===== src/rtl/adcseq_pkg.sv =====
/*
 package for the converter sequencer: register offsets, field layout,
 reset values, timing constants and state codes.
 assumes a 10 mhz core clock and a 16-bit word register port.
*/
package adcseq_pkg;
  // register indices on the plain register port
  localparam logic [3:0] ADR_CTRL_MAIN = 4'h0;
  localparam logic [3:0] ADR_CTRL_SECOND = 4'h1;
  localparam logic [3:0] ADR_CTRL_THIRD = 4'h2;
  localparam logic [3:0] ADR_RESULT = 4'h3;
  localparam logic [3:0] ADR_FLAG_CLR = 4'h4;
  localparam logic [3:0] ADR_LAST_RAW = 4'h5;

  // main control field positions
  localparam int B_POWER_EN = 0;
  localparam int B_GO_BUSY = 1;
  localparam int B_FREE_RUN = 2;
  localparam int B_SINGLE_END = 3;
  localparam int B_DONE_FLAG = 4;
  localparam int B_CHAN_LSB = 8;
  localparam int CHAN_W = 3;
  localparam int B_READY = 12;

  // second control field positions
  localparam int B_SCALE_LSB = 0;
  localparam int SCALE_W = 2;
  localparam int B_AVG_LSB = 4;
  localparam int AVG_W = 3;
  localparam int B_SHIFT_EN = 8;
  localparam int B_CM_LSB = 9;
  localparam int CM_W = 2;

  // third control field positions
  localparam int B_SETTLE_LSB = 0;
  localparam int SETTLE_W = 8;
  localparam int B_GAP_LSB = 8;
  localparam int GAP_W = 8;

  // reset values
  localparam logic [15:0] RST_CTRL_MAIN = 16'h0000;
  localparam logic [15:0] RST_CTRL_SECOND = 16'h0000;
  localparam logic [15:0] RST_CTRL_THIRD = 16'h0040;

  // timing
  localparam int SETTLE_UNIT = 4;
  localparam int CLK_KHZ = 10_000;
  localparam int GAP_STEP_NS = 1_024_000;
  localparam int CLK_PERIOD_NS = 100;
  localparam int GAP_STEP_CYC = GAP_STEP_NS / CLK_PERIOD_NS;
  localparam int GAP_CNT_W = 14;

  localparam int RAW_W = 10;
  localparam int RES_W = 16;
  localparam int ACC_W = 17;

  typedef enum logic [2:0] {
    ST_OFF = 3'b000,
    ST_SETTLE = 3'b001,
    ST_READY = 3'b010,
    ST_SAMPLE = 3'b011,
    ST_WAIT = 3'b100,
    ST_ALIGN = 3'b101,
    ST_GAP = 3'b110
  } adcseq_state_e;
endpackage : adcseq_pkg


===== src/rtl/adcseq_top.sv =====
/*
 converter sequencer: power-up with regulator settle, single and
 free-running conversions, averaging, left-aligned result, input setup.
 assumes the analogue core answers each sample request with a done pulse
 on this clock domain; all registers sit on a plain register port.
*/
// The placing of the registers and strobed register access were chosen for this implementation.
`timescale 1ns/10ps
`default_nettype none
module adcseq_top (
  // clock and reset
  input wire logic core_clk_i,
  input wire logic rst_i,
  // register port
  input wire logic [3:0] reg_addr_i,
  input wire logic [15:0] reg_wdata_i,
  input wire logic reg_wr_i,
  input wire logic reg_rd_i,
  output logic [15:0] reg_rdata_o,
  // analogue core
  output logic ldo_enable_o,
  output logic conv_enable_o,
  output logic sample_req_o,
  output logic [adcseq_pkg::CHAN_W-1:0] chan_select_o,
  output logic single_ended_select_o,
  output logic [adcseq_pkg::SCALE_W-1:0] input_scale_select_o,
  output logic input_shift_enable_o,
  output logic [adcseq_pkg::CM_W-1:0] common_mode_adjust_o,
  input wire logic sample_done_i,
  input wire logic [adcseq_pkg::RAW_W-1:0] sample_data_i,
  // status
  output logic conv_done_flag_o
);
  import adcseq_pkg::*;

  typedef struct packed {
    adcseq_state_e st;
    logic power_en;
    logic go_busy;
    logic free_run;
    logic single_end;
    logic done_flag;
    logic [CHAN_W-1:0] chan;
    logic [SCALE_W-1:0] scale;
    logic [AVG_W-1:0] avg_exp;
    logic shift_en;
    logic [CM_W-1:0] cm_adj;
    logic [SETTLE_W-1:0] settle;
    logic [GAP_W-1:0] gap;
    logic [SETTLE_W+1:0] settle_cnt;
    logic [GAP_W-1:0] gap_cnt;
    logic [7:0] smp_cnt;
    logic [ACC_W+7:0] acc;
    logic [RES_W-1:0] result;
    logic [RAW_W-1:0] last_raw;
    logic req;
    logic [15:0] rdata;
  } adcseq_top_s;

  adcseq_top_s s_q;
  adcseq_top_s s_d;
  logic tick;
  logic wr_main;
  logic [7:0] smp_total;
  logic [ACC_W+7:0] acc_next;
  logic [ACC_W+7:0] avg_val;

  adcseq_tick u_tick (
    .core_clk_i(core_clk_i),
    .rst_i(rst_i),
    .tick_o(tick)
  );

  assign wr_main = reg_wr_i && (reg_addr_i == ADR_CTRL_MAIN);
  assign smp_total = 8'(1 << s_q.avg_exp);
  assign acc_next = s_q.acc + (ACC_W + 8)'(sample_data_i);
  // mean of the samples, widened to the left-aligned word
  assign avg_val = (acc_next << 6) >> s_q.avg_exp;

  always_comb begin
    s_d = s_q;
    s_d.req = 1'b0;
    s_d.rdata = 16'h0000;
    // register reads: data stand one cycle after the strobe
    if (reg_rd_i) begin
      unique case (reg_addr_i)
        ADR_CTRL_MAIN: begin
          s_d.rdata[B_POWER_EN] = s_q.power_en;
          s_d.rdata[B_GO_BUSY] = s_q.go_busy;
          s_d.rdata[B_FREE_RUN] = s_q.free_run;
          s_d.rdata[B_SINGLE_END] = s_q.single_end;
          s_d.rdata[B_DONE_FLAG] = s_q.done_flag;
          s_d.rdata[B_CHAN_LSB +: CHAN_W] = s_q.chan;
          s_d.rdata[B_READY] = (s_q.st != ST_OFF) && (s_q.st != ST_SETTLE);
        end
        ADR_CTRL_SECOND: begin
          s_d.rdata[B_SCALE_LSB +: SCALE_W] = s_q.scale;
          s_d.rdata[B_AVG_LSB +: AVG_W] = s_q.avg_exp;
          s_d.rdata[B_SHIFT_EN] = s_q.shift_en;
          s_d.rdata[B_CM_LSB +: CM_W] = s_q.cm_adj;
        end
        ADR_CTRL_THIRD: begin
          s_d.rdata[B_SETTLE_LSB +: SETTLE_W] = s_q.settle;
          s_d.rdata[B_GAP_LSB +: GAP_W] = s_q.gap;
        end
        ADR_RESULT: s_d.rdata = s_q.result;
        ADR_LAST_RAW: s_d.rdata[RAW_W-1:0] = s_q.last_raw;
        default: s_d.rdata = 16'h0000;
      endcase
    end
    // configuration writes; software keeps these still while busy
    if (wr_main) begin
      s_d.power_en = reg_wdata_i[B_POWER_EN];
      s_d.free_run = reg_wdata_i[B_FREE_RUN];
      s_d.single_end = reg_wdata_i[B_SINGLE_END];
      s_d.chan = reg_wdata_i[B_CHAN_LSB +: CHAN_W];
    end
    if (reg_wr_i && (reg_addr_i == ADR_CTRL_SECOND)) begin
      s_d.scale = reg_wdata_i[B_SCALE_LSB +: SCALE_W];
      s_d.avg_exp = reg_wdata_i[B_AVG_LSB +: AVG_W];
      s_d.shift_en = reg_wdata_i[B_SHIFT_EN];
      s_d.cm_adj = reg_wdata_i[B_CM_LSB +: CM_W];
    end
    if (reg_wr_i && (reg_addr_i == ADR_CTRL_THIRD)) begin
      s_d.settle = reg_wdata_i[B_SETTLE_LSB +: SETTLE_W];
      s_d.gap = reg_wdata_i[B_GAP_LSB +: GAP_W];
    end
    // flag clear by writing one; a set in the same cycle wins below
    if (reg_wr_i && (reg_addr_i == ADR_FLAG_CLR) && reg_wdata_i[B_DONE_FLAG]) begin
      s_d.done_flag = 1'b0;
    end

    unique case (s_q.st)
      ST_OFF: begin
        s_d.go_busy = 1'b0;
        if (s_d.power_en) begin
          s_d.st = ST_SETTLE;
          s_d.settle_cnt = '0;
        end
      end
      ST_SETTLE: begin
        s_d.go_busy = 1'b0;
        if (s_q.settle_cnt >= (SETTLE_W + 2)'(SETTLE_UNIT) * {2'b00, s_q.settle}) begin
          s_d.st = ST_READY;
        end else begin
          s_d.settle_cnt = s_q.settle_cnt + 1'b1;
        end
      end
      ST_READY: begin
        // start only taken here, so a busy start is dropped
        if (wr_main && reg_wdata_i[B_GO_BUSY]) begin
          s_d.go_busy = 1'b1;
          s_d.st = ST_SAMPLE;
          s_d.smp_cnt = '0;
          s_d.acc = '0;
        end
      end
      ST_SAMPLE: begin
        s_d.req = 1'b1;
        s_d.st = ST_WAIT;
      end
      ST_WAIT: begin
        if (sample_done_i) begin
          s_d.last_raw = sample_data_i;
          s_d.acc = acc_next;
          if (s_q.smp_cnt == smp_total - 8'h01) begin
            s_d.result = avg_val[RES_W-1:0];
            s_d.done_flag = 1'b1;
            s_d.acc = '0;
            s_d.smp_cnt = '0;
            if (s_d.free_run) begin
              if (s_q.gap == '0) begin
                s_d.st = ST_SAMPLE;
              end else begin
                s_d.st = ST_ALIGN;
                s_d.gap_cnt = s_q.gap;
              end
            end else begin
              s_d.go_busy = 1'b0;
              s_d.st = ST_READY;
            end
          end else begin
            s_d.smp_cnt = s_q.smp_cnt + 8'h01;
            s_d.st = ST_SAMPLE;
          end
        end
      end
      ST_ALIGN: begin
        // wait for the slow tick edge; adds up to one step
        if (!s_d.free_run) begin
          s_d.go_busy = 1'b0;
          s_d.st = ST_READY;
        end else if (tick) begin
          s_d.st = ST_GAP;
        end
      end
      ST_GAP: begin
        if (!s_d.free_run) begin
          s_d.go_busy = 1'b0;
          s_d.st = ST_READY;
        end else if (tick) begin
          if (s_q.gap_cnt == GAP_W'(1)) begin
            s_d.st = ST_SAMPLE;
          end else begin
            s_d.gap_cnt = s_q.gap_cnt - 1'b1;
          end
        end
      end
      default: s_d.st = ST_OFF;
    endcase

    if (!s_d.power_en) begin
      s_d.st = ST_OFF;
      s_d.go_busy = 1'b0;
      s_d.req = 1'b0;
    end
  end

  // the whole machine runs on the converter clock
  always_ff @(posedge core_clk_i or posedge rst_i) begin
    if (rst_i) begin
      s_q <= '0;
      s_q.st <= ST_OFF;
      s_q.settle <= RST_CTRL_THIRD[B_SETTLE_LSB +: SETTLE_W];
    end else begin
      s_q <= s_d;
    end
  end

  assign reg_rdata_o = s_q.rdata;
  assign ldo_enable_o = (s_q.st != ST_OFF);
  assign conv_enable_o = (s_q.st != ST_OFF) && (s_q.st != ST_SETTLE);
  assign sample_req_o = s_q.req;
  assign chan_select_o = s_q.chan;
  assign single_ended_select_o = s_q.single_end;
  assign input_scale_select_o = s_q.scale;
  assign input_shift_enable_o = s_q.shift_en;
  assign common_mode_adjust_o = s_q.cm_adj;
  assign conv_done_flag_o = s_q.done_flag;
endmodule // adcseq_top
`default_nettype wire


===== src/rtl/adcseq_tick.sv =====
/*
 slow delay clock: a free-running divider giving a one-cycle tick
 every gap step. assumes one core clock domain.
*/
`timescale 1ns/10ps
`default_nettype none
module adcseq_tick #(
  parameter int STEP_CYC = adcseq_pkg::GAP_STEP_CYC
) (
  // clock and reset
  input wire logic core_clk_i,
  input wire logic rst_i,
  // tick
  output logic tick_o
);
  import adcseq_pkg::*;

  typedef struct packed {
    logic [GAP_CNT_W-1:0] cnt;
    logic tick;
  } adcseq_tick_s;

  adcseq_tick_s s_q;
  adcseq_tick_s s_d;

  always_comb begin
    s_d = s_q;
    s_d.tick = 1'b0;
    if (s_q.cnt == GAP_CNT_W'(STEP_CYC - 1)) begin
      s_d.cnt = '0;
      s_d.tick = 1'b1;
    end else begin
      s_d.cnt = s_q.cnt + 1'b1;
    end
  end

  always_ff @(posedge core_clk_i or posedge rst_i) begin
    if (rst_i) begin
      s_q <= '0;
    end else begin
      s_q <= s_d;
    end
  end

  assign tick_o = s_q.tick;
endmodule // adcseq_tick
`default_nettype wire


===== config.mk =====
export PLATFORM = sky130hd
export DESIGN_NAME = adcseq_top
export DESIGN_NICKNAME = d
export VERILOG_FILES = /design/src/rtl/adcseq_pkg.sv /design/src/rtl/adcseq_top.sv /design/src/rtl/adcseq_tick.sv
export SDC_FILE = /design/constraint.sdc
export NUM_CORES = 1
export LEC_CHECK = 0
export ABC_AREA = 1
export BUFFER_PORTS_ARGS = -buffer_cell sky130_fd_sc_hd__buf_2
export CAP_MARGIN = 20
export CORE_MARGIN = 2
export CORE_UTILIZATION = 40
export CTS_CLUSTER_DIAMETER = 120
export DETAILED_ROUTE_END_ITERATION = 7
export PLACE_DENSITY_LB_ADDON = 0.25
export SYNTH_ARGS = -nofsm -noshare
export SYNTH_HDL_FRONTEND = slang
export SYNTH_HIERARCHICAL = 1
export SYNTH_SLANG_ARGS = --single-unit

===== constraint.sdc =====
create_clock -name core_clk_i -period 3.5 [get_ports core_clk_i]
set_input_delay 0.35 -clock core_clk_i [delete_from_list [all_inputs] [get_ports core_clk_i]]
set_output_delay 0.35 -clock core_clk_i [all_outputs]
set_load 0.02 [all_outputs]

==> run metrics, run 1 <==
status=finished, final reports clean; Max Fclk=0.341 GHz; overall power=6.90 mW; worst skew pair latency=0.43 ns; Clock transition at path regs=0.07 ns; Antenna Cells=0; Iteration-0 DRC Markers=602; actual slew at the worst max-slew pin=0.656 ns; Setup violations, final=0; Multi-input gate area=0.00411 mm^2; Seq cells post-synth=136; Root Buffer=clkbuf_16; sequential share of the synthesized area=0.402; FP Rows=53; Seq. cell area=0.00340 mm^2; clk sinks=136; Final Slew Violations=0; crit end category=flop; htree depth=4; Yosys top cell by area=dfrtp_1; area grow syn2layout=13.0%; number of flops mapped to enable cells by yosys=0; io pins=64; worst r2r src=s_q[115]$_DFFE_PP0P_; initial antenna violation count=0; setup bufs post-CTS=0; Total Routing Usage GR=0.215; WHS=0.138 ns; Yosys cell types=49; Worst Setup EP=s_q[70]$_DFFE_PP0P_; height of the die=150 um; Post-Synthesis Cells=1170; combinational fraction of design power=0.403; # nets final=1278; Max-Cap Viols=0; Num CTS Buffers=17; final instance area=0.00957 mm^2; Mapped Nets=1231; switching power total=2.99 mW; DRC=0; Core ar.=0.0209 mm^2; Die W=150 um; largest family of logic cells by synthesized area=simple AND/OR/NAND/NOR gates; critical path class=flop to flop; Synth async-reset ratio=1.00; die area=0.0224 mm^2; Lkg Pwr=4.89 nW; port bufs=63; Placer Congestion=0.887; CTS max path bufs=2; Compound-Gate Fraction of Synth Area=0.118; TNS Setup=0 ns; maximum VDD drop=345 uV; Fin. Hold Viols=0; largest net degree at the start of global routing=56; Final min period=2.94 ns; Power Dens Cells=721 mW/mm^2; Mapped Area=0.00847 mm^2; sequential share of power=0.328; # placed instances=1472; share of the synthesized area in the top cell type=0.399; Yosys warning count=6; vias after detailed routing=7606; post-cts gate resize count=0; # fillers=2121; Starting Density=0.405; Slew HR=0.560; routed length per instance=15.2 um; most common cell in the netlist=nand2_1; crit start category=flop; Top FF cell, synth=dfrtp_1; global-route wire length before repair=38.1 mm; multiplexer share of the synthesized area=0; Post-DP Area=0.00895 mm^2; leading post-synthesis cells by cell area=dfrtp_1 40%, nand2_1 13%, nand3_1 7.6%, inv_1 7.2%, o21ai_0 4.3%; DP Wirelength=17.5 mm; Critical Path RT=3.85 ns; Pint=3.91 mW; worst hold path class=primary input to flop; reg2reg path depth=13; post-synthesis xor/xnor area fraction=0.0145; syn_area_per_cell=7.24 um^2; final worst-path cycle share=0.839; fin cells=1505; vias per cell=5.05; drt pass-1 iters=5; number of global-route vias before repair=7410; adder-cell share of the synthesized area=0.0393; Synth Area in Simple Gates=0.313; clock share of power=0.269; layout cells sized above 1=0.133; antenna-violating nets left=0; Worst Path Max Fanout=19; switching share of power=0.434; RSZ-0062 raised after global routing=false; Congestion Overflow GR=0; top post-synthesis cells by count=302 x nand2_1, 162 x inv_1, 135 x dfrtp_1; Detailed Route WL=22.9 mm; R2R Path End=s_q[70]$_DFFE_PP0P_; Worst Clk Skew=0.0123 ns; WP data arrival=3.28 ns; CP startpoint=s_q[115]$_DFFE_PP0P_; Worst R2R Setup Slack=0.56 ns; TritonCTS clock tree=yes
-- layout make-up --
| type | count | area share |
|---|---|---|
| Clock buffer | 17 | 0.0445 |
| Clock inverter | 15 | 0.0190 |
| Inverter | 174 | 0.0690 |
| Sequential cell | 136 | 0.356 |
| Multi-Input combinational cell | 810 | 0.429 |
| Tap cell | 275 | 0.0360 |
| Timing Repair Buffer | 78 | 0.0463 |
-- layout by cell type (no fill, tap or decap), types with 5 or more instances in the layout --
| cell type | instances |
|---|---|
| a221oi_1 | 8 |
| dfrtp_1 | 135 |
| buf_2 | 63 |
| buf_4 | 13 |
| o21ai_2 | 10 |
| nand2_1 | 302 |
| ha_1 | 25 |
| nor2_1 | 89 |
| o21ai_0 | 73 |
| nor2_4 | 5 |
| xor2_1 | 12 |
| o22ai_1 | 20 |
| clkbuf_16 | 17 |
| nand3_1 | 128 |
| nand3b_1 | 6 |
| a21oi_1 | 34 |
| o21ai_1 | 17 |
| or2_2 | 11 |
| nand4_1 | 18 |
| inv_1 | 161 |
| nand2_2 | 6 |
| nor3_1 | 12 |
| inv_2 | 8 |
-- worst max-delay path, cell delays in order (launching register included) --
cell,delay [ns]
dfrtp_1,0.74
inv_4,0.22
nand3_1,0.15
ha_1,0.28
nand3_1,0.13
nand3_1,0.12
nand2_1,0.05
nand2_1,0.07
nor2_2,0.04
nand2_2,0.13
nand2_1,0.14
nor2_4,0.36
inv_2,0.21
o21ai_0,0.18
-- state kept, by name, indices dropped and copies added, names as in the netlist --
| signal | count |
|---|---|
| s_q | 94 |
| reg_rdata_o | 16 |
| u_tick/s_q | 14 |
| chan_select_o | 3 |
| common_mode_adjust_o | 2 |
| input_scale_select_o | 2 |
| conv_done_flag_o | 1 |
| input_shift_enable_o | 1 |
| sample_req_o | 1 |
| single_ended_select_o | 1 |
| u_tick/tick_o | 1 |
-- worst min path at each step --
stage                     depth (start not counted)             start                        to
after detailed placement                          2             rst_i       s_q[68]$_DFFE_PP0P_
after floorplan                                   1             rst_i  u_tick/s_q[10]$_DFF_PP0_
final                                             3  sample_data_i[2]       s_q[19]$_DFFE_PP0P_
after CTS                                         3  sample_data_i[2]       s_q[19]$_DFFE_PP0P_
after global routing                              3  sample_data_i[2]       s_q[19]$_DFFE_PP0P_
after global placement                            2             rst_i       s_q[68]$_DFFE_PP0P_
-- repair_timing --
action,in CTS,in global routing
hold buffers,1,0
setup endpoints to repair,0,0
hold endpoints to repair,16,0
-- metrics by stage --
stage	setup slack (ns)	util
floorplan	1.02	-
global placement	0.695	0.429
detailed placement	0.581	0.429
CTS	0.583	0.458
global route	0.268	0.458
finish	0.563	0.458
-- power by group through the flow --
stage	Combinational, mW	Clock, mW	Sequential [mW]
CTS	2.77	1.88	2.26
finish	2.78	1.86	2.26
floorplan	2.16	0	2.18
detailed placement	2.76	0	2.28
global placement	2.73	0	2.28
global route	3.19	1.95	2.31
-- per-layer routing --
layer,vias up,wire length (um),GRT usage
met3,26,1050,0.0317
met1,3511,11000,0.301
li1,3876,-,-
met5,-,0,0
met2,193,10500,0.348
met4,0,387,0.0619
-- cell families after synthesis --
group / after synthesis
simple gates: 595
buf+inv: 224
compound gates: 175
flops: 136
fa+ha+maj: 26
xor+xnor: 14
(Power assumes the default switching activity.)
==> inputs of run 2 (changes only) <==
==> constraint.sdc (replaced) <==
create_clock -name core_clk_i -period 2.5 [get_ports core_clk_i]
set_input_delay 0.25 -clock core_clk_i [delete_from_list [all_inputs] [get_ports core_clk_i]]
set_output_delay 0.25 -clock core_clk_i [all_outputs]
set_load 0.02 [all_outputs]
==> run 2 against run 1 <==
  * Die area unchanged
  * Largest power group unchanged
  * Routed wire length up 0.50%
  * Clock power up 39%
  * First-iteration DRC count down 28%
  * Critical path depth up 1
  * Final cell count up 1.0%
  * Global-route usage up 0.10 points
  * Worst hold slack worse by 0.084 ns
==> run metrics, run 2 (synthesized netlist as in run 1, its figures left out) <==
clock share of power=0.265 (was 0.269); port bufs=63 (unchanged); setup ws final=0.137 ns (was 0.563 ns); initial antenna violation count=0 (unchanged); crit start category=flop (unchanged); Iteration-0 DRC Markers=434 (was 602); height of the die=150 um (unchanged); die area=0.0224 mm^2 (unchanged); critical path class=flop to flop (unchanged); layout cells sized above 1=0.147 (was 0.133); Placer Congestion=0.881 (was 0.887); global-route wire length before repair=37.9 mm (was 38.1 mm); most frequent cells in the layout=302 x nand2_1, 161 x inv_1, 135 x dfrtp_1 (unchanged); routed length per instance=15.2 um (about the same); Max Fclk=0.423 GHz (was 0.341 GHz); FP Rows=53 (unchanged); Antenna Cells=0 (unchanged); switching power total=4.19 mW (was 2.99 mW); final worst-path cycle share=0.945 (was 0.839); Critical Path RT=2.81 ns (was 3.85 ns); Starting Density=0.405 (unchanged); io pins=64 (unchanged); CP delay by family, top=simple AND/OR/NAND/NOR gates (unchanged); Setup violations, final=0 (unchanged); switching share of power=0.430 (was 0.434); Reg with most FFs=s_q (unchanged); Total Routing Usage GR=0.216 (was 0.215); combinational fraction of design power=0.412 (was 0.403); Max-Cap Viols=0 (unchanged); sequential share of power=0.323 (was 0.328); Power Dens Cells=1000 mW/mm^2 (was 721 mW/mm^2); # placed instances=1481 (was 1472); largest net degree at the start of global routing=60 (was 56); Slew HR=0.612 (was 0.560); drt pass-1 iters=5 (unchanged); TritonCTS clock tree=yes (unchanged); number of cells on the worst hold path=3 (unchanged); CP max stage cell=fa_2 (was dfrtp_1); Core ar.=0.0209 mm^2 (unchanged); max FFs per register=94 (unchanged); clk sinks=136 (unchanged); htree depth=4 (unchanged); Place WS=0.0766 ns (was 0.581 ns); Final min period=2.36 ns (was 2.94 ns); # nets final=1293 (was 1278); crit path buf inv count=0 (was 2); vias per cell=5.07 (was 5.05); hold path endpoint=reg_rdata_o[7]$_DFF_PP0_ (was s_q[19]$_DFFE_PP0P_); Congestion Overflow GR=0 (unchanged); Detailed Route WL=23.1 mm (was 22.9 mm); Root Buffer=clkbuf_16 (unchanged); Worst R2R Setup Slack=0.14 ns (was 0.56 ns); maximum VDD drop=494 uV (was 345 uV); fin cells=1520 (was 1505); antenna-violating nets left=0 (unchanged); Die W=150 um (unchanged); Pint=5.55 mW (was 3.91 mW); most frequent CP cell=nand2_1; DRC=0 (unchanged); actual slew at the worst max-slew pin=0.581 ns (was 0.656 ns); worst r2r src=s_q[43]$_DFFE_PP0P_ (was s_q[115]$_DFFE_PP0P_); Worst Path Max Fanout=4 (was 19); WP data arrival=2.68 ns (was 3.28 ns); area grow syn2layout=14.7% (was 13.0%); Lkg Pwr=4.97 nW (was 4.89 nW); vias after detailed routing=7703 (was 7606); CTS max path bufs=2 (unchanged); number of global-route vias before repair=7349 (was 7410); TNS Setup=0 ns (unchanged); worst skew pair latency=0.44 ns (was 0.43 ns); Num CTS Buffers=17 (unchanged); Fin. Hold Viols=0 (unchanged); Clock transition at path regs=0.07 ns (about the same); R2R Path End=s_q[39]$_DFFE_PP0P_ (was s_q[70]$_DFFE_PP0P_); Worst Clk Skew=0.0146 ns (was 0.0123 ns); DP Wirelength=17.5 mm (about the same); slowest stage delay, CP=0.43 ns (was 0.74 ns); critical-path cell list=ha_2 -> fa_2 -> nand3_1 -> nand3_1 -> nand2_1 -> nand2_1 -> nand2_1 -> nand2_1 -> nand2_1 -> nand3_1 -> nand3_1 -> nand2_1 -> nor2_1 -> nor2_1 (was inv_4 -> nand3_1 -> ha_1 -> nand3_1 -> nand3_1 -> nand2_1 -> nand2_1 -> nor2_2 -> nand2_2 -> nand2_1 -> nor2_4 -> inv_2 -> o21ai_0); RSZ-0062 raised after global routing=false (unchanged); worst hold path class=primary input to flop (unchanged); worst hold start=reg_rd_i (was sample_data_i[2]); status=finished, final reports clean (unchanged); crit end category=flop (unchanged); Final Slew Violations=0 (unchanged); reg2reg path depth=14 (was 13); leading cell type in the layout, fill and taps excluded=nand2_1 (unchanged)
## run 2: cell count changes in the layout (fill, tap and decap cells not counted), sizes merged
cell / change
inv: +2
buf: +15
clkinv: -2
## run 2: worst max path at each step
stage                          from             endpoint  slack, ns  cells past startpoint
6_report        s_q[43]$_DFFE_PP0P_  s_q[39]$_DFFE_PP0P_       0.14                     14
3_3_place_gp    s_q[43]$_DFFE_PP0P_  s_q[39]$_DFFE_PP0P_        0.1                     14
5_1_grt        s_q[115]$_DFFE_PP0P_  s_q[70]$_DFFE_PP0P_      0.003                     12
3_5_place_dp   s_q[115]$_DFFE_PP0P_  s_q[76]$_DFFE_PP0P_       0.08                     12
2_1_floorplan  s_q[115]$_DFFE_PP0P_  s_q[76]$_DFFE_PP0P_       0.02                     15
4_1_cts         s_q[43]$_DFFE_PP0P_  s_q[36]$_DFFE_PP0P_       0.07                     10
## run 2: area by class of cell
class / count / area, um^2
Sequential cell: 136 / 3400
Tap cell: 275 / 344
Multi-Input combinational cell: 810 / 4120
Timing Repair Buffer: 93 / 581
Clock buffer: 17 / 425
Inverter: 174 / 661
Clock inverter: 15 / 176
Fill cell: 2107 / 11200
## run 2: stage by stage
| step | total power [mW] | hold WS [ns] | instance area [um^2] | util |
|---|---|---|---|---|
| after floorplan | 6.08 | 0.151 | 8470 | - |
| after global placement | 7.09 | 0.314 | 9030 | 0.432 |
| after detailed placement | 7.10 | 0.317 | 9030 | 0.432 |
| after CTS | 9.72 | 0.0345 | 9640 | 0.462 |
| after global routing | 10.5 | 0.0608 | 9720 | 0.465 |
| final | 9.74 | 0.0542 | 9720 | 0.465 |
## run 2: metal layers
layer | wire (um) | share of wire | GRT usage | vias to the layer above
li1 | - | - | - | 3899
met1 | 11000 | 0.48 | 0.294 | 3590
met2 | 10400 | 0.45 | 0.340 | 178
met3 | 1120 | 0.049 | 0.0442 | 36
met4 | 595 | 0.026 | 0.0833 | 0
met5 | 0 | 0 | 0 | -
## run 2: power groups by stage
stage / logic (mW) / clock network, mW / registers (mW)
2_1_floorplan: 3.03 / 0 / 3.05
3_3_place_gp: 3.92 / 0 / 3.17
3_5_place_dp: 3.93 / 0 / 3.17
4_1_cts: 3.95 / 2.64 / 3.14
5_1_grt: 4.59 / 2.74 / 3.21
6_report: 4.01 / 2.58 / 3.15
## run 2: worst min-delay path: cells and delay by family
family / cells / cell delay [ns]
buffers and inverters: 2 / 0.15
and+or+nand+nor: 1 / 0.05
## run 2: what timing repair did
item	4_1_cts	5_1_grt
endpoints found under the setup margin	0	31
hold endpoints to repair	31	0
resized for setup	0	5
hold buffers	1	0
setup buffers	0	6
==> inputs of run 3 (changes only) <==
--- a/config.mk
+++ b/config.mk
@@ -8,6 +8,7 @@
 export ABC_AREA = 1
 export BUFFER_PORTS_ARGS = -buffer_cell sky130_fd_sc_hd__buf_2
 export CAP_MARGIN = 20
+export CORE_ASPECT_RATIO = 0.6
 export CORE_MARGIN = 2
 export CORE_UTILIZATION = 40
 export CTS_CLUSTER_DIAMETER = 120
==> run 3 against run 2 <==
  * Die area increased by 0.17%
  * Critical path depth down 1
  * Register-to-register slack better by 0.07 ns
  * Final cell count increased by 0.20%
  * Utilization grew 0.21 points
  * Count of clock-buffer cells in the layout is 4 higher
  * Combinational power grew 2%
  * Worst setup slack improved by 0.065 ns
  * Design area grew 0.41%
  * Critical path type unchanged
==> run metrics, run 3 (synthesized netlist as in run 1, its figures left out) <==
Power Dens Cells=1030 mW/mm^2 (was 1000 mW/mm^2); hold path endpoint=s_q[19]$_DFFE_PP0P_ (was reg_rdata_o[7]$_DFF_PP0_); TritonCTS clock tree=yes (unchanged); Fin. Hold Viols=0 (unchanged); DP Wirelength=18.7 mm (was 17.5 mm); actual slew at the worst max-slew pin=0.731 ns (was 0.581 ns); worst r2r src=s_q[45]$_DFFE_PP0P_ (was s_q[43]$_DFFE_PP0P_); critical path class=flop to flop (unchanged); number of cells on the worst hold path=3 (unchanged); Setup violations, final=0 (unchanged); most frequent cells in the layout=302 x nand2_1, 161 x inv_1, 135 x dfrtp_1 (unchanged); Reg with most FFs=s_q (unchanged); clk sinks=136 (unchanged); Iteration-0 DRC Markers=795 (was 434); drt pass-1 iters=5 (unchanged); CTS max path bufs=2 (unchanged); reg2reg path depth=13 (was 14); Post-DP Area=0.00906 mm^2 (was 0.00903 mm^2); area grow syn2layout=15.2% (was 14.7%); Placer Congestion=0.918 (was 0.881); Max-Cap Viols=0 (unchanged); Multi-input gate area=0.00416 mm^2 (was 0.00412 mm^2); leading cell type in the layout, fill and taps excluded=nand2_1 (unchanged); vias per cell=5.20 (was 5.07); maximum VDD drop=550 uV (was 494 uV); Slew HR=0.513 (was 0.612); worst hold path class=primary input to flop (unchanged); Core ar.=0.0209 mm^2 (about the same); R2R Path End=s_q[39]$_DFFE_PP0P_ (unchanged); final instance area=0.00976 mm^2 (was 0.00972 mm^2); Max Fclk=0.435 GHz (was 0.423 GHz); Num CTS Buffers=17 (unchanged); height of the die=117 um (was 150 um); Final min period=2.30 ns (was 2.36 ns); Root Buffer=clkbuf_16 (unchanged); worst hold start=sample_data_i[2] (was reg_rd_i); final worst-path cycle share=0.919 (was 0.945); antenna-violating nets left=0 (unchanged); crit end category=flop (unchanged); TNS Setup=0 ns (unchanged); Detailed Route WL=24.6 mm (was 23.1 mm); # nets final=1293 (unchanged); status=finished, final reports clean (unchanged); Final Slew Violations=0 (unchanged); Congestion Overflow GR=0 (unchanged); Worst Path Max Fanout=8 (was 4); Die W=192 um (was 150 um); largest net degree at the start of global routing=122 (was 60); max FFs per register=94 (unchanged); Clock transition at path regs=0.07 ns (about the same); global-route wire length before repair=39.2 mm (was 37.9 mm); Lkg Pwr=4.97 nW (about the same); crit start category=flop (unchanged); layout cells sized above 1=0.145 (was 0.147); htree depth=4 (unchanged); RSZ-0062 raised after global routing=false (unchanged); die area=0.0224 mm^2 (about the same); WP data arrival=2.63 ns (was 2.68 ns); FP Rows=41 (was 53); initial antenna violation count=1 (was 0); Worst Clk Skew=0.0105 ns (was 0.0146 ns); number of global-route vias before repair=7178 (was 7349); # fillers=2044 (was 2107); worst skew pair latency=0.44 ns (about the same); port bufs=63 (unchanged); Seq. cell area=0.00340 mm^2 (unchanged); Total Routing Usage GR=0.230 (was 0.216); Worst R2R Setup Slack=0.20 ns (was 0.14 ns); Critical Path RT=2.83 ns (was 2.81 ns); Starting Density=0.406 (was 0.405); io pins=64 (unchanged); Antenna Cells=0 (unchanged); routed length per instance=16.2 um (was 15.2 um); vias after detailed routing=7927 (was 7703); DRC=0 (unchanged)
run 3: changes by cell type in the layout (fill, tap and decap cells not counted), sizes merged:
cell	before	now
inv	180	171
clkbuf	17	21
clkinvlp	1	5
bufinv	1	4
clkinv	7	4
buf	92	91
nand4	19	20
run 3: layer usage:
| metal | track usage | routed length (um) | part of all wire |
|---|---|---|---|
| met1 | 0.370 | 12900 | 0.52 |
| met2 | 0.296 | 9140 | 0.37 |
| met3 | 0.0484 | 2170 | 0.088 |
| met4 | 0.0754 | 407 | 0.017 |
| met5 | 0 | 0 | 0 |
run 3: worst max path at each step:
stage	to	cells after the start	start
2_1_floorplan	s_q[76]$_DFFE_PP0P_	15	s_q[115]$_DFFE_PP0P_
5_1_grt	s_q[56]$_DFFE_PP0P_	14	s_q[113]$_DFFE_PP0P_
3_3_place_gp	s_q[36]$_DFFE_PP0P_	11	sample_data_i[0]
4_1_cts	s_q[36]$_DFFE_PP0P_	10	s_q[43]$_DFFE_PP0P_
3_5_place_dp	s_q[36]$_DFFE_PP0P_	11	sample_data_i[0]
6_report	s_q[39]$_DFFE_PP0P_	13	s_q[45]$_DFFE_PP0P_
run 3: through the flow:
stage               instances   util  total power [mW]  setup slack (ns)  hold slack [ns]
detailed placement       1490  0.434              7.18             0.114            0.382
global placement         1490  0.434              7.14             0.103            0.381
CTS                      1522  0.465              9.96            0.0983           0.0392
finish                   1523  0.467              10.0             0.202           0.0488
global route             1523  0.467              10.8           0.00516           0.0527
floorplan                1170      -              6.08            0.0169            0.151
run 3: layout make-up:
cell class / count / share of cell area
multi-input cells: 811 / 0.426
clock buffers: 21 / 0.0482
flip-flops and latches: 136 / 0.349
clock inverters: 10 / 0.0172
repair buffers: 92 / 0.0562
inverters: 174 / 0.0677
well taps: 279 / 0.0358
run 3: critical path: stages, from the launching register on:
cell and delay [ns]:
dfrtp_1 0.39, ha_1 0.39, or2_2 0.32, nand3_1 0.11
nand2_1 0.10, nand2_1 0.16, nand2_1 0.08, nand2_1 0.07
and2_1 0.15, nand2_1 0.09, nand3_1 0.12, nand2_1 0.06
nor2_1 0.10, nor2_1 0.05
run 3: power by group:
part / total (mW) / switching [mW] / internal (mW)
clock network: 2.76 / 1.01 / 1.75
logic: 4.10 / 2.71 / 1.39
registers: 3.17 / 0.435 / 2.73
total: 10.0 / 4.16 / 5.87
run 3: timing repair:
| item | CTS | global route |
|---|---|---|
| gates resized for setup | 0 | 6 |
| endpoints found under the hold margin | 15 | 0 |
| hold buffers | 1 | 0 |
| buffers inserted | 0 | 0 |
| endpoints found under the setup margin | 0 | 18 |
